===== src/design/exec_defines.vh =====
// constants for the move and return instruction group
`ifndef EXEC_DEFINES_VH
`define EXEC_DEFINES_VH

`define INSTR_W 14
`define PC_W 13
`define DATA_W 8
`define FADDR_W 7
`define STACK_DEPTH 8
`define STACK_PTR_W 3
`define CYCLE_DIV 4
`define DIV_W 3

`define PC_RESET 13'h0000
`define W_RESET 8'h00
`define GIE_RESET 1'b0
`define DIV_RESET 3'h0

`define ENC_TO_FILE 14'h0080
`define MSK_TO_FILE 14'h3F80
`define ENC_LOAD_LIT 14'h3000
`define ENC_RET_LIT 14'h3400
`define MSK_LIT 14'h3C00
`define ENC_NOP 14'h0000
`define MSK_NOP 14'h3F9F
`define ENC_RET_INT 14'h0009
`define ENC_RET_SUB 14'h0008
`define MSK_EXACT 14'h3FFF

`endif


===== src/design/move_return_exec.v =====
// execution of accumulator moves, literal load, no-op and returns
// Contract
// - accumulator copied to 7-bit file address, one cycle
// - literal loaded into accumulator, one cycle
// - interrupt return pops stack into program counter
// - interrupt return sets global interrupt enable
// - literal return loads literal into accumulator
// - literal return pops stack, two cycles
// - subroutine return pops stack, two cycles
`timescale 1ns/1ps
`include "exec_defines.vh"

module move_return_exec #(
  parameter CYCLE_DIV = `CYCLE_DIV,
  parameter STACK_DEPTH = `STACK_DEPTH
) (
  input wire core_clk_in,
  input wire arst_n_in,
  input wire [`INSTR_W-1:0] instr_in,
  input wire instr_valid_in,
  input wire push_in,
  input wire [`PC_W-1:0] push_addr_in,
  input wire gie_clear_in,
  output reg ready_out,
  output reg cycle_tick_out,
  output reg done_out,
  output reg unhandled_out,
  output reg [`DATA_W-1:0] w_out,
  output reg [`PC_W-1:0] pc_out,
  output reg global_interrupt_enable_out,
  output reg file_we_out,
  output reg [`FADDR_W-1:0] file_addr_out,
  output reg [`DATA_W-1:0] file_wdata_out
);

  ////////////////////////////////////////////////////////////////////////////
  // instruction cycle divider
  reg [`DIV_W-1:0] div_q;
  reg [`DIV_W-1:0] div_d;
  localparam integer DIV_LAST_I = CYCLE_DIV - 1;
  localparam [`DIV_W-1:0] DIV_LAST = DIV_LAST_I[`DIV_W-1:0];

  always @*
  begin
    div_d = div_q + {{(`DIV_W-1){1'b0}}, 1'b1};
    if (div_q == DIV_LAST)
    begin
      div_d = `DIV_RESET;
    end
  end

  always @(posedge core_clk_in or negedge arst_n_in)
  begin
    if (!arst_n_in)
    begin
      div_q <= `DIV_RESET;
      cycle_tick_out <= 1'b0;
    end
    else
    begin
      div_q <= div_d;
      cycle_tick_out <= (div_q == DIV_LAST);
    end
  end

  ////////////////////////////////////////////////////////////////////////////
  // decode
  wire is_to_file;
  wire is_load_lit;
  wire is_ret_lit;
  wire is_nop;
  wire is_ret_int;
  wire is_ret_sub;
  wire is_return;
  wire take;
  wire [`DATA_W-1:0] literal;
  wire [`PC_W-1:0] top_of_stack_entry;

  assign is_to_file = (instr_in & `MSK_TO_FILE) == `ENC_TO_FILE;
  assign is_load_lit = (instr_in & `MSK_LIT) == `ENC_LOAD_LIT;
  assign is_ret_lit = (instr_in & `MSK_LIT) == `ENC_RET_LIT;
  assign is_nop = (instr_in & `MSK_NOP) == `ENC_NOP;
  assign is_ret_int = (instr_in & `MSK_EXACT) == `ENC_RET_INT;
  assign is_ret_sub = (instr_in & `MSK_EXACT) == `ENC_RET_SUB;
  assign is_return = is_ret_int || is_ret_sub || is_ret_lit;
  assign literal = instr_in[`DATA_W-1:0];
  assign take = cycle_tick_out && ready_out && instr_valid_in;

  ////////////////////////////////////////////////////////////////////////////
  // stack
  wire pop;

  assign pop = take && is_return;

  return_stack #(
    .WIDTH(`PC_W),
    .DEPTH(STACK_DEPTH),
    .PTR_W(`STACK_PTR_W)
  ) u_stack (
    .core_clk_in(core_clk_in),
    .arst_n_in(arst_n_in),
    .push_in(push_in),
    .pop_in(pop),
    .push_data_in(push_addr_in),
    .top_of_stack_entry_out(top_of_stack_entry)
  );

  ////////////////////////////////////////////////////////////////////////////
  // execute
  reg second_q;
  reg second_d;
  reg ready_d;
  reg done_d;
  reg unhandled_d;
  reg [`DATA_W-1:0] w_d;
  reg [`PC_W-1:0] pc_d;
  reg gie_d;
  reg file_we_d;
  reg [`FADDR_W-1:0] file_addr_d;
  reg [`DATA_W-1:0] file_wdata_d;

  always @*
  begin
    second_d = second_q;
    ready_d = ready_out;
    done_d = 1'b0;
    unhandled_d = 1'b0;
    w_d = w_out;
    pc_d = pc_out;
    gie_d = global_interrupt_enable_out;
    file_we_d = 1'b0;
    file_addr_d = file_addr_out;
    file_wdata_d = file_wdata_out;
    if (gie_clear_in)
    begin
      gie_d = 1'b0;
    end
    if (cycle_tick_out && second_q)
    begin
      second_d = 1'b0;
      ready_d = 1'b1;
      done_d = 1'b1;
    end
    else if (take)
    begin
      if (is_to_file)
      begin
        file_we_d = 1'b1;
        file_addr_d = instr_in[`FADDR_W-1:0];
        file_wdata_d = w_out;
        pc_d = pc_out + {{(`PC_W-1){1'b0}}, 1'b1};
        done_d = 1'b1;
      end
      else if (is_load_lit)
      begin
        w_d = literal;
        pc_d = pc_out + {{(`PC_W-1){1'b0}}, 1'b1};
        done_d = 1'b1;
      end
      else if (is_return)
      begin
        pc_d = top_of_stack_entry;
        second_d = 1'b1;
        ready_d = 1'b0;
        if (is_ret_lit)
        begin
          w_d = literal;
        end
        if (is_ret_int)
        begin
          gie_d = 1'b1;
        end
      end
      else if (is_nop)
      begin
        pc_d = pc_out + {{(`PC_W-1){1'b0}}, 1'b1};
        done_d = 1'b1;
      end
      else
      begin
        unhandled_d = 1'b1;
      end
    end
  end

  always @(posedge core_clk_in or negedge arst_n_in)
  begin
    if (!arst_n_in)
    begin
      second_q <= 1'b0;
      ready_out <= 1'b1;
      done_out <= 1'b0;
      unhandled_out <= 1'b0;
      w_out <= `W_RESET;
      pc_out <= `PC_RESET;
      global_interrupt_enable_out <= `GIE_RESET;
      file_we_out <= 1'b0;
      file_addr_out <= {`FADDR_W{1'b0}};
      file_wdata_out <= `W_RESET;
    end
    else
    begin
      second_q <= second_d;
      ready_out <= ready_d;
      done_out <= done_d;
      unhandled_out <= unhandled_d;
      w_out <= w_d;
      pc_out <= pc_d;
      global_interrupt_enable_out <= gie_d;
      file_we_out <= file_we_d;
      file_addr_out <= file_addr_d;
      file_wdata_out <= file_wdata_d;
    end
  end

endmodule // move_return_exec


===== src/design/return_stack.v =====
// circular hardware return stack with push and pop
`timescale 1ns/1ps
`include "exec_defines.vh"

module return_stack #(
  parameter WIDTH = `PC_W,
  parameter DEPTH = `STACK_DEPTH,
  parameter PTR_W = `STACK_PTR_W
) (
  input wire core_clk_in,
  input wire arst_n_in,
  input wire push_in,
  input wire pop_in,
  input wire [WIDTH-1:0] push_data_in,
  output wire [WIDTH-1:0] top_of_stack_entry_out
);

  reg [PTR_W-1:0] ptr_q;
  reg [PTR_W-1:0] ptr_d;
  reg [WIDTH-1:0] entry_q [0:DEPTH-1];
  wire [PTR_W-1:0] top_idx;
  wire [PTR_W-1:0] wr_idx;

  assign top_idx = ptr_q - {{(PTR_W-1){1'b0}}, 1'b1};
  assign wr_idx = pop_in ? top_idx : ptr_q;
  assign top_of_stack_entry_out = entry_q[top_idx];

  ////////////////////////////////////////////////////////////////////////////
  // pointer: push and pop together replace the top entry
  always @*
  begin
    ptr_d = ptr_q;
    if (push_in && !pop_in)
    begin
      ptr_d = ptr_q + {{(PTR_W-1){1'b0}}, 1'b1};
    end
    else if (pop_in && !push_in)
    begin
      ptr_d = top_idx;
    end
  end

  always @(posedge core_clk_in or negedge arst_n_in)
  begin
    if (!arst_n_in)
    begin
      ptr_q <= {PTR_W{1'b0}};
    end
    else
    begin
      ptr_q <= ptr_d;
    end
  end

  ////////////////////////////////////////////////////////////////////////////
  // entries
  genvar gi;
  generate
    for (gi = 0; gi < DEPTH; gi = gi + 1)
    begin : g_entry
      localparam integer IDX_I = gi;
      localparam [PTR_W-1:0] IDX = IDX_I[PTR_W-1:0];
      always @(posedge core_clk_in or negedge arst_n_in)
      begin
        if (!arst_n_in)
        begin
          entry_q[gi] <= {WIDTH{1'b0}};
        end
        else if (push_in && (wr_idx == IDX))
        begin
          entry_q[gi] <= push_data_in;
        end
      end
    end
  endgenerate

endmodule // return_stack


===== config.mk =====
export PLATFORM = sky130hd
export DESIGN_NAME = move_return_exec
export DESIGN_NICKNAME = d
export VERILOG_FILES = /design/src/design/move_return_exec.v /design/src/design/return_stack.v
export VERILOG_INCLUDE_DIRS = /design/src /design/src/design
export SDC_FILE = /design/constraint.sdc
export NUM_CORES = 1
export LEC_CHECK = 0
export BUFFER_PORTS_ARGS = -buffer_cell sky130_fd_sc_hd__buf_2
export CAP_MARGIN = 20
export CORE_MARGIN = 5
export CORE_UTILIZATION = 40
export DETAILED_ROUTE_END_ITERATION = 10
export PLACE_DENSITY = 0.64
export SYNTH_ARGS = -nofsm -noshare
export SYNTH_HDL_FRONTEND = slang
export SYNTH_HIERARCHICAL = 1
export SYNTH_SLANG_ARGS = --single-unit

===== constraint.sdc =====
create_clock -name core_clk_in -period 3.7 [get_ports core_clk_in]
set_input_delay 0.555 -clock core_clk_in [delete_from_list [all_inputs] [get_ports core_clk_in]]
set_output_delay 0.555 -clock core_clk_in [all_outputs]
set_load 0.01 [all_outputs]

==> results.md <==
- Syn Nets: between 500 and 600
- VDD IR max: approximately 460 µV
- Multiplexer area fraction after synthesis: 0.321
- PortBufs: 73
- Post-route cell area: 8610 µm²
- Largest net degree at the start of global routing: 92
- Clock Tree Root: clkbuf_16
- GR peak layer: met2
- Final period util: 0.821
- Commonest cells post-synth: dfrtp_1 (152), mux2_2 (128), mux4_1 (13), mux4_2 (13), nand2_1 (12)
- Number of buffers created by CTS: 17
- Diodes inserted: 0
- HPWL after detailed placement: around 10000 µm
- First-pass GRT wire length: 25400 µm
- ANT nets after route: 0
- Fin nets: just over 600
- Syn Inst Count: just under 500
- Worst-path clk slew: approximately 60 ps
- Core Region: approximately 18000 µm²
- Power Density: between 800 and 900 nW/µm²
- Die H: approximately 150 µm
- Initial drt markers: between 150 and 200
- Initial core utilization: 0.409
- Max Fclk: 0.329 GHz
- Met1 usage: 0.211
- Setup Viol. Count Final: 0
- Worst setup SP type: input pin
- Post-route minimum period: 3040 ps
- Largest family of logic cells by synthesized area: multiplexers
- Gate power share: 0.369
- Total track usage: 0.151
- Critical Path, Cell by Cell: buf_2 > nor3_1 > and2_1 > a22oi_4 > nor2_1 > buf_4 > a21bo_2 > o2111ai_2 > mux2_1
- CP Class: input pin to flop
- Final Hold Viols: 0
- Switching fraction of total power: 0.302
- Static leakage: roughly 4.0 nW
- Area contributors post-synth: dfrtp_1 (51%), mux2_2 (20%), mux4_1 (4.6%), mux4_2 (4.0%), mux2_4 (2.0%)
- GRT overflow: 0
- Clock share of power: 0.260
- Seq pwr share: 0.371
- Routed vias: ~4400
- Placed instance area: between 7000 and 8000 µm²
- Syn Std Cell Area: approximately 7400 µm²
- Final total power: about 7 mW
- Final wirelength: ~16000 µm
- Synth-to-layout area growth: 16.5%
- Status: completed
- Util after Layout: 0.476
- Path depth of the worst reg2reg path: 6
- Routed wire per std cell: 19.1 µm
- CTS tree: built
- CTS H-tree lvls: 4
- Max_slew headroom: 0.395
- TNS Setup: 0 ps
- Cts repair resizes: 0
- Simple-gate share of the synthesized area: 0.0547
- Worst path required time: 4000 ps
- Leading area contributor after synthesis: dfrtp_1
- Hold_buf cts: 0
- Met2 Use GR: 0.229
- Vias in the first global route: 4609
- Count leader, synth: dfrtp_1
- Total of max-cap violations: 0
- Synth Register Bits: around 150
- Slew Limit Fails: 0
- CP max FO: 13
- Post-synthesis compound-gate area fraction: 0.0596
- EDFF count, synth: 0
- TritonCTS Sinks: about 150
- Setup Buffers After CTS: 0
- Slowest cell on crit path: mux2_1
- RSZ-0062 raised after global routing: false
- Worst path max stage delay: about 510 ps
- Most used DFF post-synth: dfrtp_1
- Int Power: between 4 and 5 mW
- Adder-cell share of the synthesized area: 0.00847
- Arrival @ worst endpoint: about 3300 ps
- Endpoint class of the critical path: flop
- Avg Synthesized Cell Area: roughly 15 µm²
- Switching pwr: between 2 and 2.5 mW
- Yosys warning total: 6
- Final GP Congestion: 0.794
- Iteration count of the initial detailed-routing pass: 4
- Met3 usage: 0.0386
- Setup slack, reg-to-reg: 1030 ps
- Yosys top cell area share: 0.515
- Clk_lat worst skew: about 420 ps
- Rows: 49
- Die area: around 21000 µm²
- R2r startpoint: u_stack/ptr_q[1]$_DFFE_PN0P_
- Longest Clk Path Bufs: 2
- Register area share after synthesis: 0.518
- Worst Max-Slew Pin Slew: just over 900 ps
- Via-per-instance ratio: between 5 and 6
- Initial antenna violation count: 0
- Layout cells sized above 1: 0.507
- I/O Pins: 74
- Clk_skew: about 9 ps
- Xor/xnor share of the synthesized area: 0.00474
- Min-delay worst type: input pin to asynchronous set/reset pin
- Async S/R FF share, synth: 1.00
- R2R Path End: u_stack/entry_q[67]$_DFFE_PN0P_
- # DRC: 0
- Die W: about 150 µm
- Synth cell types: 53
worst max-delay path: cells and delay by family:
family          cells  cell delay (ps)
simple gates        3             1090
compound gates      3              800
mux                 1              510
buf+inv             2              350
registers in the layout, summed over array words and instances, names as in the netlist:
register                     cells
file_wdata_out                   8
cycle_tick_out                   1
done_out                         1
u_stack/entry_q                104
w_out                            8
div_q                            3
pc_out                          13
file_we_out                      1
unhandled_out                    1
ready_out                        1
second_q                         1
u_stack/ptr_q                    3
global_interrupt_enable_out      1
file_addr_out                    7
worst max-delay path by stage:
stage	from	endpoint	cells past startpoint
2_1_floorplan	instr_in[9]	u_stack/entry_q[67]$_DFFE_PN0P_	11
3_3_place_gp	instr_in[1]	u_stack/entry_q[77]$_DFFE_PN0P_	9
3_5_place_dp	instr_in[1]	u_stack/entry_q[77]$_DFFE_PN0P_	9
4_1_cts	instr_in[1]	u_stack/entry_q[77]$_DFFE_PN0P_	9
5_1_grt	instr_in[10]	u_stack/entry_q[77]$_DFFE_PN0P_	9
6_report	instr_in[1]	u_stack/entry_q[77]$_DFFE_PN0P_	9
through the flow:
stage	setup WS [ps]	hold WS [ps]	cells
final	660	171	817
after global routing	503	259	817
after CTS	690	229	817
after detailed placement	239	431	785
after global placement	361	420	785
after floorplan	886	259	490
power groups by stage:
stage / clock (mW) / combinational [mW] / sequential, mW
3_5_place_dp: 0 / 2.59 / 2.63
6_report: 1.83 / 2.60 / 2.61
2_1_floorplan: 0 / 2.00 / 2.53
4_1_cts: 1.87 / 2.62 / 2.61
5_1_grt: 1.94 / 2.79 / 2.68
3_3_place_gp: 0 / 2.56 / 2.58
cell families (layout without fill, tap and decap cells):
family / Yosys count / count (layout)
adder cells (fa/ha/maj): 5 / 5
AND/OR/NAND/NOR: 66 / 66
buffers and inverters: 36 / 134
multiplexers: 178 / 178
flip-flops: 153 / 153
XOR/XNOR: 4 / 4
AO/OA/AOI/OAI: 48 / 48
layout make-up:
type	count	area [µm²]
tap	229	287
sequential	153	3830
fill	1519	9480
timing repair buffer	91	507
clock inverter	12	159
inverter	11	41.3
multi-input combinational	301	3320
clock buffer	20	467
cells in the final DEF (no fill, tap or decap), types with 8 or more instances in the layout:
cell / n
mux2_2: 128
dfrtp_1: 151
clkbuf_16: 17
nand2_1: 12
buf_2: 72
mux4_2: 13
mux4_1: 13
o21ai_0: 10
mux2_4: 10
nand3_1: 8
inv_1: 11
buf_4: 18
nor2_1: 11
per-layer routing:
layer  up-vias  wire [µm]
li1       2031          -
met5         -          0
met1      2278       7430
met3        20        731
met2        97       7230
met4         0        246
No activity file was read; power rests on OpenSTA's default activity.
